<file path="src/hw/link_pkg.sv">
/*
  Shared constants of the serial link port and framing control block:
  register offsets, field positions, reset values and character codes.
  Assumes one 40 MHz clock that also acts as the serial bit clock.
*/
// Function
// - with the switch port select low the receiver hears the transmitter loopback, with it high the optical input.
// - a strap chooses whether the switch bit or the connector loopback signal drives the port selection.
// - the connector loopback signal, when strapped in, is driven low for loopback and high for the optical input.
// - while the transmitter is off its outputs sit at positive high and negative low, otherwise they follow the data.
// - a strap chooses whether the switch off bit or the connector link control turns the transmitter off.
// - the link status shows a present signal as high when the detect polarity select is low, as low when it is high.
// - in bypass mode the sync flag marks a sync character on the data bus, at the level of the sync polarity select.
// - in decode mode the sync flag holds active across sync runs and while awaiting the first sync after reframe.
// - with framing enabled every sync character seen in the receive shifter sets the character boundary.
// - with framing disabled the existing character boundary is kept whatever arrives.
// - on reframing the character clock realigns by stretching a phase, never emitting a short pulse.
// - the mode select low gives 8-bit decoded output, high gives the raw 10-bit pattern; the code passes the low eight raw bits, undecoded.
package link_pkg;
  // ****************************************
  // register map, byte addresses
  // ****************************************
  localparam logic [3:0] CTRL_OFS = 4'h0;
  localparam logic [3:0] STAT_OFS = 4'h4;
  localparam logic [3:0] DATA_OFS = 4'h8;

  // control field positions
  localparam int C_PORT    = 0;
  localparam int C_TXOFF   = 1;
  localparam int C_CDPOL   = 2;
  localparam int C_SYNCPOL = 3;
  localparam int C_FRAME   = 4;
  localparam int C_BYPASS  = 5;
  localparam int C_REFRAME = 6;

  // status field positions
  localparam int S_LINK  = 0;
  localparam int S_SYNC  = 1;
  localparam int S_PORTA = 2;
  localparam int S_TXOFF = 3;
  localparam int S_EMPTY = 4;
  localparam int S_FULL  = 5;
  localparam int S_OVF   = 6;
  localparam int D_VALID = 31;

  // reset values of the control fields
  localparam logic FRAME_RST = 1'b1;
  localparam logic BIT_RST   = 1'b0;

  // ****************************************
  // character timing and codes
  // ****************************************
  localparam logic [3:0] LAST_BIT  = 4'h9;
  localparam logic [3:0] HALF_BITS = 4'h5;
  localparam logic [9:0] K28_RDN   = 10'h0fa;
  localparam logic [9:0] K28_RDP   = 10'h305;
  localparam int CHAR_W     = 10;
  localparam int FIFO_DEPTH = 16;

  typedef enum logic [1:0] {
    BUS_IDLE = 2'b01,
    BUS_ACK  = 2'b10
  } bus_state_t;
endpackage

</file>
<file path="src/hw/char_clock_gen.sv">
/*
  Character clock generator that never emits a phase shorter than HALF
  cycles: a change of wanted level is deferred until the phase is long
  enough, which stretches the clock across a reframe.
  Assumes want_high follows the receive bit counter.
*/
`timescale 1ns/1ps
module char_clock_gen #(
  parameter int HALF = 5
) (
  // clock and reset
  input  wire logic clk,
  input  wire logic rst_b,
  // wanted level and produced clock
  input  wire logic want_high,
  output logic      char_clk
);
  typedef struct packed {
    logic       lvl;
    logic [3:0] run;
  } clk_st_t;

  clk_st_t st_q;
  clk_st_t st_d;

  assign char_clk = st_q.lvl;

  // change only after a full half phase, else keep stretching
  always_comb begin
    st_d = st_q;
    if (want_high != st_q.lvl && st_q.run >= 4'(HALF - 1)) begin
      st_d.lvl = want_high;
      st_d.run = 4'h0;
    end else if (st_q.run != 4'hf) begin
      st_d.run = st_q.run + 4'h1;
    end
  end

  // state register
  always_ff @(posedge clk) begin
    if (!rst_b) begin
      st_q <= '0;
    end else begin
      st_q <= st_d;
    end
  end
endmodule

</file>
<file path="src/hw/char_fifo.sv">
/*
  Small synchronous FIFO for received characters, flip-flop storage.
  Assumes DEPTH is a power of two and one clock for both sides.
*/
`timescale 1ns/1ps
module char_fifo #(
  parameter int WIDTH = 10,
  parameter int DEPTH = 16
) (
  // clock and reset
  input  wire logic             clk,
  input  wire logic             rst_b,
  // fill side
  input  wire logic             in_valid,
  input  wire logic [WIDTH-1:0] in_data,
  output logic                  in_ready,
  // drain side
  output logic                  out_valid,
  output logic [WIDTH-1:0]      out_data,
  input  wire logic             out_ready
);
  localparam int AW = $clog2(DEPTH);

  typedef struct packed {
    logic [DEPTH-1:0][WIDTH-1:0] mem;
    logic [AW-1:0]               wr;
    logic [AW-1:0]               rd;
    logic [AW:0]                 cnt;
  } fifo_st_t;

  fifo_st_t st_q;
  fifo_st_t st_d;
  logic     push;
  logic     pop;

  // full and empty come from the count, so neither can lie
  assign in_ready  = st_q.cnt != (AW+1)'(DEPTH);
  assign out_valid = st_q.cnt != '0;
  assign out_data  = st_q.mem[st_q.rd];
  assign push      = in_valid && in_ready;
  assign pop       = out_ready && out_valid;

  // next state
  always_comb begin
    st_d = st_q;
    if (push) begin
      st_d.mem[st_q.wr] = in_data;
      st_d.wr = st_q.wr + 1'b1;
    end
    if (pop) begin
      st_d.rd = st_q.rd + 1'b1;
    end
    if (push && !pop) begin
      st_d.cnt = st_q.cnt + 1'b1;
    end else if (pop && !push) begin
      st_d.cnt = st_q.cnt - 1'b1;
    end
  end

  // state register
  always_ff @(posedge clk) begin
    if (!rst_b) begin
      st_q <= '0;
    end else begin
      st_q <= st_d;
    end
  end
endmodule

</file>
<file path="src/hw/serial_link_ctrl.sv">
/*
  Serial link port and framing control: receive port selection,
  transmitter off control, detect and sync polarity, sync framing,
  character clock, receive FIFO and an Avalon-MM register slave.
  Assumes all pins are synchronous to clk and that one serial bit
  passes per clock; straps are static while running.
*/
`timescale 1ns/1ps
module serial_link_ctrl (
  // clock and reset
  input  wire logic        clk,
  input  wire logic        rst_b,
  // avalon-mm slave
  input  wire logic [3:0]  address,
  input  wire logic        read,
  input  wire logic        write,
  input  wire logic [31:0] writedata,
  input  wire logic [3:0]  byteenable,
  output logic             waitrequest,
  output logic [31:0]      readdata,
  // straps, high selects the connector signal
  input  wire logic        strap_port_conn,
  input  wire logic        strap_txoff_conn,
  // connector controls
  input  wire logic        loopback_ctrl,
  input  wire logic        link_control,
  // optical module
  input  wire logic        serial_in_optical,
  input  wire logic        optical_detect,
  // transmitter pins
  output logic             tx_serial_pos,
  output logic             tx_serial_neg,
  // receiver pins
  output logic             link_status,
  output logic             sync_char_flag,
  output logic             recovered_char_clock,
  output logic [9:0]       rx_data
);
  // ****************************************
  // state
  // ****************************************
  typedef struct packed {
    link_pkg::bus_state_t bus;
    logic        wreq;
    logic [31:0] rdata;
    logic        port_sw;
    logic        txoff_sw;
    logic        detect_polarity_sel;
    logic        sync_polarity_sel;
    logic        frame_en;
    logic        bypass;
    logic        await;
    logic        ovf;
    logic [9:0]  tx_sr;
    logic [3:0]  tx_cnt;
    logic        tx_rdp;
    logic        tx_p;
    logic        tx_n;
    logic [9:0]  rx_sr;
    logic [3:0]  rx_cnt;
    logic [9:0]  rx_data;
    logic        k28;
    logic        link;
    logic        sync;
  } link_st_t;

  link_st_t   st_q;
  link_st_t   st_d;
  logic       tx_output_off;
  logic       port_a;
  logic       serial_in_loop;
  logic       rx_bit;
  logic [9:0] rx_sr_next;
  logic       k28_hit;
  logic       char_done;
  logic       sig_present;
  logic       sync_active;
  logic       want_high;
  logic       fifo_in_ready;
  logic       fifo_out_valid;
  logic [9:0] fifo_out_data;
  logic       fifo_pop;
  logic [9:0] char_word;
  logic       wr_ctrl;
  logic       wr_stat;
  logic       in_ack;

  // registered outputs
  assign waitrequest    = st_q.wreq;
  assign readdata       = st_q.rdata;
  assign tx_serial_pos  = st_q.tx_p;
  assign tx_serial_neg  = st_q.tx_n;
  assign link_status    = st_q.link;
  assign sync_char_flag = st_q.sync;
  assign rx_data        = st_q.rx_data;

  // ****************************************
  // straps and port selection
  // ****************************************
  // straps pick switch or connector; the connector drives low for loopback
  assign port_a         = strap_port_conn ? loopback_ctrl : st_q.port_sw;
  assign tx_output_off  = strap_txoff_conn ? link_control : st_q.txoff_sw;
  assign serial_in_loop = st_q.tx_sr[9];
  assign rx_bit         = port_a ? serial_in_optical : serial_in_loop;

  // ****************************************
  // framing
  // ****************************************
  // a sync in the shifter closes the character at once when framing is on
  assign rx_sr_next = {st_q.rx_sr[8:0], rx_bit};
  assign k28_hit    = rx_sr_next == link_pkg::K28_RDN || rx_sr_next == link_pkg::K28_RDP;
  assign char_done  = st_q.rx_cnt == link_pkg::LAST_BIT || (st_q.frame_en && k28_hit);

  // decode mode keeps the low eight bits, upper bits zero
  assign char_word = st_q.bypass ? rx_sr_next : {2'b00, rx_sr_next[7:0]};

  // loopback has no detect pin, so it counts as always present
  assign sig_present = port_a ? optical_detect : 1'b1;
  assign sync_active = st_q.bypass ? st_q.k28 : (st_q.k28 || st_q.await);

  // first half of a character asks for a high clock
  assign want_high = st_d.rx_cnt < link_pkg::HALF_BITS;

  // ****************************************
  // bus decode
  // ****************************************
  // the access takes effect in the cycle waitrequest is low
  assign in_ack   = st_q.bus == link_pkg::BUS_ACK;
  assign wr_ctrl  = in_ack && write && byteenable[0] && address == link_pkg::CTRL_OFS;
  assign wr_stat  = in_ack && write && byteenable[0] && address == link_pkg::STAT_OFS;
  // pop only a word the answer showed valid, so a push in the wait cycle is not lost
  assign fifo_pop = in_ack && read && address == link_pkg::DATA_OFS && st_q.rdata[link_pkg::D_VALID];

  // next state
  always_comb begin
    st_d = st_q;

    // transmitter sends sync idles, alternating disparity
    st_d.tx_sr  = {st_q.tx_sr[8:0], 1'b0};
    st_d.tx_cnt = st_q.tx_cnt + 4'h1;
    if (st_q.tx_cnt == link_pkg::LAST_BIT) begin
      st_d.tx_cnt = 4'h0;
      st_d.tx_rdp = !st_q.tx_rdp;
      st_d.tx_sr  = st_q.tx_rdp ? link_pkg::K28_RDP : link_pkg::K28_RDN;
    end
    // off forces positive high, negative low
    st_d.tx_p = tx_output_off ? 1'b1 : st_q.tx_sr[9];
    st_d.tx_n = tx_output_off ? 1'b0 : !st_q.tx_sr[9];

    // receive shifter; without framing the count alone keeps the boundary
    st_d.rx_sr  = rx_sr_next;
    st_d.rx_cnt = char_done ? 4'h0 : st_q.rx_cnt + 4'h1;
    if (char_done) begin
      st_d.rx_data = char_word;
      st_d.k28     = k28_hit;
      if (k28_hit) begin
        st_d.await = 1'b0;
      end
      if (!fifo_in_ready) begin
        st_d.ovf = 1'b1;
      end
    end

    // status pins
    st_d.link = sig_present ^ st_q.detect_polarity_sel;
    if (st_q.bypass) begin
      st_d.sync = sync_active ? st_q.sync_polarity_sel : !st_q.sync_polarity_sel;
    end else begin
      st_d.sync = sync_active ? !st_q.sync_polarity_sel : st_q.sync_polarity_sel;
    end

    // control writes; arming reframe wins over a sync in the same cycle
    if (wr_ctrl) begin
      st_d.port_sw  = writedata[link_pkg::C_PORT];
      st_d.txoff_sw = writedata[link_pkg::C_TXOFF];
      st_d.detect_polarity_sel   = writedata[link_pkg::C_CDPOL];
      st_d.sync_polarity_sel = writedata[link_pkg::C_SYNCPOL];
      st_d.frame_en = writedata[link_pkg::C_FRAME];
      st_d.bypass   = writedata[link_pkg::C_BYPASS];
      if (writedata[link_pkg::C_REFRAME]) begin
        st_d.await = 1'b1;
      end
    end
    // overflow clear loses to a new overflow
    if (wr_stat && writedata[link_pkg::S_OVF] && !(char_done && !fifo_in_ready)) begin
      st_d.ovf = 1'b0;
    end

    // bus handshake: one wait cycle, then one answer cycle
    case (st_q.bus)
      link_pkg::BUS_IDLE: begin
        if (read || write) begin
          st_d.bus  = link_pkg::BUS_ACK;
          st_d.wreq = 1'b0;
          if (read) begin
            st_d.rdata = '0;
            case (address)
              link_pkg::CTRL_OFS: begin
                st_d.rdata[link_pkg::C_PORT]    = st_q.port_sw;
                st_d.rdata[link_pkg::C_TXOFF]   = st_q.txoff_sw;
                st_d.rdata[link_pkg::C_CDPOL]   = st_q.detect_polarity_sel;
                st_d.rdata[link_pkg::C_SYNCPOL] = st_q.sync_polarity_sel;
                st_d.rdata[link_pkg::C_FRAME]   = st_q.frame_en;
                st_d.rdata[link_pkg::C_BYPASS]  = st_q.bypass;
                st_d.rdata[link_pkg::C_REFRAME] = st_q.await;
              end
              link_pkg::STAT_OFS: begin
                st_d.rdata[link_pkg::S_LINK]  = st_q.link;
                st_d.rdata[link_pkg::S_SYNC]  = st_q.sync;
                st_d.rdata[link_pkg::S_PORTA] = port_a;
                st_d.rdata[link_pkg::S_TXOFF] = tx_output_off;
                st_d.rdata[link_pkg::S_EMPTY] = !fifo_out_valid;
                st_d.rdata[link_pkg::S_FULL]  = !fifo_in_ready;
                st_d.rdata[link_pkg::S_OVF]   = st_q.ovf;
              end
              link_pkg::DATA_OFS: begin
                st_d.rdata[link_pkg::D_VALID] = fifo_out_valid;
                st_d.rdata[9:0]               = fifo_out_data;
              end
              default: begin
                st_d.rdata = '0;
              end
            endcase
          end
        end
      end
      link_pkg::BUS_ACK: begin
        st_d.bus  = link_pkg::BUS_IDLE;
        st_d.wreq = 1'b1;
      end
      default: begin
        st_d.bus  = link_pkg::BUS_IDLE;
        st_d.wreq = 1'b1;
      end
    endcase
  end

  // state register
  always_ff @(posedge clk) begin
    if (!rst_b) begin
      st_q          <= '0;
      st_q.bus      <= link_pkg::BUS_IDLE;
      st_q.wreq     <= 1'b1;
      st_q.frame_en <= link_pkg::FRAME_RST;
      // reset leaves the transmitter in its off pattern
      st_q.tx_p     <= 1'b1;
      st_q.port_sw  <= link_pkg::BIT_RST;
    end else begin
      st_q <= st_d;
    end
  end

  // ****************************************
  // received characters
  // ****************************************
  // the bus drains the fifo; a full fifo drops and flags the character
  char_fifo #(
    .WIDTH(link_pkg::CHAR_W),
    .DEPTH(link_pkg::FIFO_DEPTH)
  ) rx_fifo (
    .clk      (clk),
    .rst_b    (rst_b),
    .in_valid (char_done),
    .in_data  (char_word),
    .in_ready (fifo_in_ready),
    .out_valid(fifo_out_valid),
    .out_data (fifo_out_data),
    .out_ready(fifo_pop)
  );

  // character clock without short pulses
  char_clock_gen #(
    .HALF(5)
  ) rx_clock (
    .clk      (clk),
    .rst_b    (rst_b),
    .want_high(want_high),
    .char_clk (recovered_char_clock)
  );
endmodule

</file>
<file path="config.mk">
export PLATFORM = sky130hd
export DESIGN_NAME = serial_link_ctrl
export DESIGN_NICKNAME = d
export VERILOG_FILES = /design/src/hw/link_pkg.sv /design/src/hw/char_clock_gen.sv /design/src/hw/char_fifo.sv /design/src/hw/serial_link_ctrl.sv
export SDC_FILE = /design/constraint.sdc
export NUM_CORES = 1
export LEC_CHECK = 0
export BUFFER_PORTS_ARGS = -buffer_cell sky130_fd_sc_hd__buf_4
export CAP_MARGIN = 20
export CORE_ASPECT_RATIO = 0.8
export CORE_MARGIN = 2
export CORE_UTILIZATION = 60
export CTS_CLUSTER_SIZE = 20
export DETAILED_ROUTE_END_ITERATION = 16
export PLACE_DENSITY = 0.89
export SLEW_MARGIN = 30
export SYNTH_ARGS = -nofsm -noshare
export SYNTH_HDL_FRONTEND = slang
export SYNTH_HIERARCHICAL = 1
export SYNTH_SLANG_ARGS = --single-unit
</file>
<file path="constraint.sdc">
create_clock -name clk -period 4.2 [get_ports clk]
set_input_delay 0.42 -clock clk [delete_from_list [all_inputs] [get_ports clk]]
set_output_delay 0.42 -clock clk [all_outputs]
set_load 0.005 [all_outputs]
</file>
### Yosys cells after proc, flatten, opt, wreduce, memory -nomap -nowiden

Cells that the tools add are included.

* register bits: 243
* bits of input ports: 50
* output and inout bits: 48
* logic and storage cells: 137

* add/subtract/negate cells: 7
* $lt $le $gt $ge: 5
* eq/ne operators: 11
* mux-type cells: 27
* bitwise logic cells: 3
* reduce and logical (&&, ||, !) cells: 40

Operators by type and width (number)
* $bwmux W160: 1
* $bmux W10 S4: 1
* $demux W10 S4: 1
* $mux W10: 4
* $pmux W7 S3: 1
* $add A4 B1 Y4 const B: 5
* $logic_and A1 B1 Y1: 17
* $mux W15: 1
* $mux W1: 13
* $eq A4 B4 Y1 const B: 3
* $eq A10 B10 Y1 const B: 1
* $eq A10 B8 Y1 const B: 1
* $lt A4 B5 Y1 const B: 2
* $mux W5: 2
* $logic_not A1 Y1: 8
* $reduce_or A2 Y1: 4
* $reduce_and A2 Y1: 3
* $add A5 B1 Y5 const B: 1
* $ne A5 B5 Y1 const B: 1
* $reduce_bool A5 Y1: 1
* $sub A5 B1 Y5 const B: 1
* $eq A4 B3 Y1 const B: 1
* $ge A4 B1 Y1 const B: 1
* $ge A4 B3 Y1 const B: 1
* other kinds (14): 18

### Depth between registers and ports, before layout

* depth in word-level cells: 11
* depth in mapped cells: 18
* gate-level depth less buffers: 16

### Hierarchy

The synthesis kept the hierarchy.

Modules (own cells, without submodules)
* char_fifo: instances 1, cells an instance 724, area each 8197.9 µm², seq. area each 3463.3 µm²
* serial_link_ctrl: instances 1, cells an instance 325, area each 2844.0 µm², seq. area each 1281.2 µm²
* char_clock_gen: instances 1, cells an instance 25, area each 244.0 µm², seq. area each 100.1 µm²

### Worst setup path before layout

Ideal clock, no wire load.

* kind: in2reg
* start point: input port strap_port_conn
* end point: register rx_fifo/st_q[4] (netlist bit)
* setup time: 123 ps
* arrival: 3126 ps
* required time: 4077 ps
* path slack: 951 ps
* stages on the path: 16
* buffers on the path: 2
* path through: mux2i_1 -> mux2i_2 -> inv_2 -> a211o_1 -> buf_6 -> nand2_4 -> inv_2 -> buf_6 -> inv_1 -> a21oi_2 -> ha_1 -> fa_1 -> nand3b_1 -> a211oi_1 -> a31oi_1 -> mux2i_1

* longest elaborated chain between the ends: 10
* elaborated cells between the ends (all ways): 13
* classes of those cells: eq/ne (2); mux (3); reduce/logical (8)

RTL lines
* start, declared: line serial_link_ctrl.sv:22 `input wire logic strap_port_conn,`
* $mux W1 *: line serial_link_ctrl.sv:101 `assign port_a = strap_port_conn ? loopback_ctrl : st_q.port_sw;`
* $mux W1 *: line serial_link_ctrl.sv:104 `assign rx_bit = port_a ? serial_in_optical : serial_in_loop;`
* $eq A10 B8 Y1 / $eq A10 B10 Y1 (equally long branches): line serial_link_ctrl.sv:111 `assign k28_hit = rx_sr_next == link_pkg::K28_RDN || rx_sr_next == link_pkg::K28_RDP;`
* $logic_or A1 B1 Y1 *: line serial_link_ctrl.sv:111
* $logic_and A1 B1 Y1 *: line serial_link_ctrl.sv:112 `assign char_done = st_q.rx_cnt == link_pkg::LAST_BIT || (st_q.frame_en && k28_hit);`
* $logic_or A1 B1 Y1 *: line serial_link_ctrl.sv:112
* named net char_done: line serial_link_ctrl.sv:75 `logic char_done;`
* $logic_and A1 B1 Y1 *: line char_fifo.sv:40 `assign push = in_valid && in_ready;`
* named net rx_fifo.push: line char_fifo.sv:33 `logic push;`
* $logic_not A1 Y1: line char_fifo.sv:55 `end else if (pop && !push) begin`
* $logic_and A1 B1 Y1: line char_fifo.sv:55
* $reduce_bool A2 Y1 (no line)
* end signal, assigned: line char_fifo.sv:65 `st_q <= st_d;`
* end, declared: line char_fifo.sv:31 `fifo_st_t st_q;`

The timed path passes the listed nets; every way through them passes the cells marked *.
A chain may end at the register's enable or synchronous reset.

### Worst setup path after layout

* start point: register st_q, in the netlist rx_sr_next[2]
* end point: register rx_fifo/st_q[4] (netlist bit)

* longest elaborated chain between the ends: 8
* elaborated cells between the ends (all ways): 11
* classes of those cells: eq/ne (2); mux (1); reduce/logical (8)

RTL lines
* start, declared: line serial_link_ctrl.sv:67 `link_st_t st_q;`
* start signal, assigned: line serial_link_ctrl.sv:249 `st_q <= st_d;`
* $eq A10 B8 Y1 / $eq A10 B10 Y1 (equally long branches): line serial_link_ctrl.sv:111
* $logic_or A1 B1 Y1 *: line serial_link_ctrl.sv:111
* $logic_and A1 B1 Y1 *: line serial_link_ctrl.sv:112
* $logic_or A1 B1 Y1 *: line serial_link_ctrl.sv:112
* $logic_and A1 B1 Y1 *: line char_fifo.sv:40
* named net rx_fifo.push: line char_fifo.sv:33
* $logic_not A1 Y1: line char_fifo.sv:55
* $logic_and A1 B1 Y1: line char_fifo.sv:55
* $reduce_bool A2 Y1 (no line)

Marks and branches as above.

==> results.sh <==
export IMPL_status="completed"
export IMPL_postRouteWirelength_um=25000
export IMPL_post_cts_buffers=0
export IMPL_synth_ff_type="dfxtp_1"
export IMPL_routed_top_layer="met4"
export IMPL_synth_xor_area_share_pct=1.24
export IMPL_ctsHoldBuffers=0
export IMPL_cts_sinks=242
export IMPL_period_share_pct=87.4
export IMPL_wl_met2_um=11700
export IMPL_overflow=0
export IMPL_rsz0062_at_grt="false"
export IMPL_maxSlewViolCount=0
export IMPL_antenna_cells=0
export IMPL_syn_inst=1074
export IMPL_fin_util_pct=68.1
export IMPL_synth_top_area_share_pct=42.9
export IMPL_htreeDepth=1
export IMPL_ys_seq_area_share_pct=42.9
export IMPL_hold_class="in -> reg"
export IMPL_clkLatencyLatePin_ns=0.53
export IMPL_first_pass_iters=7
export IMPL_vias=7733
export IMPL_critPathCaptureType="register"
export IMPL_fp_dieH_um=127
export IMPL_path_max_fanout=19
export IMPL_avgViaCountPerCell=5.74
export IMPL_yosys_top_cells_area="dfxtp_1 43%, mux2i_1 16%, nor2b_1 9.2%"
export IMPL_antenna_found_initial=0
export IMPL_fin_cells=1347
export IMPL_core_area_um2=18300
export IMPL_met3_length_um=1330
export IMPL_grt_pass1_wl_um=40000
export IMPL_synth_compound_area_share_pct=7.03
export IMPL_placedCellCount=1305
export IMPL_met1_length_um=11400
export IMPL_wl_per_cell_um=18.6
export IMPL_postPlaceCellArea_um2=11700
export IMPL_start_kind="register"
export IMPL_clkSlewWorstSetupHoldPaths_ns=0.07
export IMPL_setup_tns_ns=0
export IMPL_yosysWarnings=6
export IMPL_ctsResizeCount=0
export IMPL_synth_area_mux_share_pct=23.6
export IMPL_drt_antenna_violating_nets=0
export IMPL_drc=0
export IMPL_worst_slew_pin_transition_ns=0.891
export IMPL_fin_area_um2=12400
export IMPL_p_leak_nw=4.16
export IMPL_tritoncts="done"
export IMPL_synth_edf_count=0
export IMPL_syn_area_per_cell_um2=10.5
export IMPL_start_util_pct=61.7
export IMPL_die_w_um=157
export IMPL_synthSimpleGateAreaFrac_pct=16.7
export IMPL_row_count=44
export IMPL_fillers=1298
export IMPL_nNetsFinal=1143
export IMPL_drtIter0Drc=680
export IMPL_fin_worst_skew_ns=0.0183
export IMPL_maxSlewHeadroom_pct=40.5
export IMPL_groute_usage_overall_pct=25.2
export IMPL_drv_cap=0
export IMPL_cts_root_buf="clkbuf_16"
export IMPL_synth_top_family_by_area="multiplexers"
export IMPL_cts_buffers=23
export IMPL_period_minus_slack_ns=3.67
export IMPL_hold_viol=0
export IMPL_drive_gt1_share_pct=17.7
export IMPL_mostFrequentLayoutCell="dfxtp_1"
export IMPL_setup_violations=0
export IMPL_arrival_ns=4.12
export IMPL_power_density_nw_per_um2=382
export IMPL_grt_max_degree=96
export IMPL_peakVddDrop_uv=397
export IMPL_synthToLayoutAreaGrowth_pct=10.3
export IMPL_io_buffers=48
export IMPL_ctsLongestPathBuffers=3
export IMPL_grt_pass1_vias=7625
export IMPL_layout_common_cells="240 x dfxtp_1, 175 x mux2i_1, 165 x nor2b_1"
export IMPL_io_pins=98
export IMPL_worstPathRequired_ns=4.65
export IMPL_dpl_hpwl_um=15700
export IMPL_yosys_area_share_adder_pct=1.84
export IMPL_async_flop_share_pct=0
export IMPL_globalplace_congestion=0.842
export IMPL_ys_ff_latch=242
export IMPL_fmax_mhz=272
export IMPL_synth_cell_types=58
export IMPL_die_area_um2=19900
export IMPL_crit_type="reg -> reg"
export IMPL_yosysTopAreaCell="dfxtp_1"
export IMPL_syn_area_um2=11300
-- power breakdown --
group | switching, W | leakage (nW) | internal [W]
combinational | 0.000140 | 1.82 | 0.0000967
sequential | 0.0000214 | 1.95 | 0.00232
clock | 0.000891 | 0.391 | 0.00129
total | 0.00105 | 4.16 | 0.00370
-- sequential cells by signal, indices dropped and copies added (netlist names) --
signal	cells
tx_serial_neg	1
serial_in_loop	1
link_status	1
rx_data	10
tx_serial_pos	1
sync_char_flag	1
st_q	29
rx_clock/char_clk	1
rx_fifo/st_q	173
rx_clock/st_q	4
rx_sr_next	9
readdata	11
-- cells in the mapped netlist, types with 2 or more instances --
| cell type | number |
|---|---|
| a2111oi_2 | 3 |
| nor3_1 | 6 |
| mux2i_1 | 175 |
| xnor2_1 | 12 |
| and2_1 | 19 |
| o21ai_2 | 2 |
| buf_2 | 17 |
| nand2b_1 | 7 |
| and4_1 | 2 |
| nand3_1 | 15 |
| dfxtp_1 | 242 |
| nor3_2 | 3 |
| buf_4 | 52 |
| nand4_1 | 2 |
| a211o_1 | 2 |
| inv_2 | 2 |
| mux4_2 | 40 |
| o211ai_1 | 2 |
| inv_1 | 11 |
| nand2_1 | 57 |
| nor4_1 | 2 |
| a21o_1 | 2 |
| nor3b_1 | 3 |
| o32ai_1 | 2 |
| nor2b_1 | 166 |
| ha_1 | 15 |
| nand3b_1 | 3 |
| o21ai_1 | 5 |
| a2111oi_0 | 2 |
| clkbuf_1 | 49 |
| a31oi_1 | 2 |
| a21oi_1 | 19 |
| o21ai_0 | 18 |
| buf_6 | 3 |
| xor2_1 | 4 |
| a211oi_2 | 5 |
| a22oi_1 | 31 |
| nor2_1 | 40 |
| a211oi_1 | 13 |
-- metrics by stage --
| stage | hold slack (ns) | setup slack [ns] | total power [W] |
|---|---|---|---|
| 2_1_floorplan | 0.422 | 0.951 | 0.00257 |
| 6_report | 0.135 | 0.527 | 0.00475 |
| 3_5_place_dp | 0.433 | 0.611 | 0.00262 |
| 5_1_grt | 0.136 | 0.216 | 0.00488 |
| 4_1_cts | 0.127 | 0.570 | 0.00476 |
| 3_3_place_gp | 0.424 | 0.677 | 0.00261 |
-- per-layer routing --
metal	up-vias	GRT usage, %
met5	-	0
met4	0	6.79
met3	43	3.72
met2	228	39.9
met1	3790	36.4
li1	3672	-
-- worst paths after layout --
check                         end  slack, ns  cells after the start           from
hold reg to reg          st_q[35]       0.44                      2       st_q[34]
setup reg to reg  rx_fifo/st_q[4]       0.53                     14  rx_sr_next[2]
hold / removal           st_q[49]       0.13                      3   writedata[2]
setup / recovery  rx_fifo/st_q[4]       0.53                     14  rx_sr_next[2]
-- kinds of logic (layout without fill, tap and decap cells) --
group                      after synthesis  after routing
other                                    1             21
buffers and inverters                  135            135
adders and majority gates               16             16
muxes                                  216            216
DFF                                    242            242
and+or+nand+nor                        336            336
AOI/OAI and AO/OA                      112            112
xor gates and xnor gates                16             16
-- cell type report --
type	instances	area [µm²]	share of cell area [%]
multi-input combinational	717	5830	46.8
sequential	242	4850	38.9
clock buffer	32	659	5.30
clock inverter	10	135	1.09
tap	253	317	2.54
timing repair buffer	80	613	4.92
inverter	13	48.8	0.392
-- worst max-delay path, stage by stage (launching register included) --
cell,delay [ns]
dfxtp_1,0.84
nor3b_1,0.24
and4_1,0.26
a211o_1,0.34
nand2_4,0.11
inv_2,0.10
inv_1,0.06
a21oi_2,0.24
ha_1,0.27
inv_1,0.12
ha_1,0.34
a21oi_1,0.19
a211oi_1,0.10
a31oi_1,0.20
mux2i_1,0.19
Power figures use the tool's default switching activity.
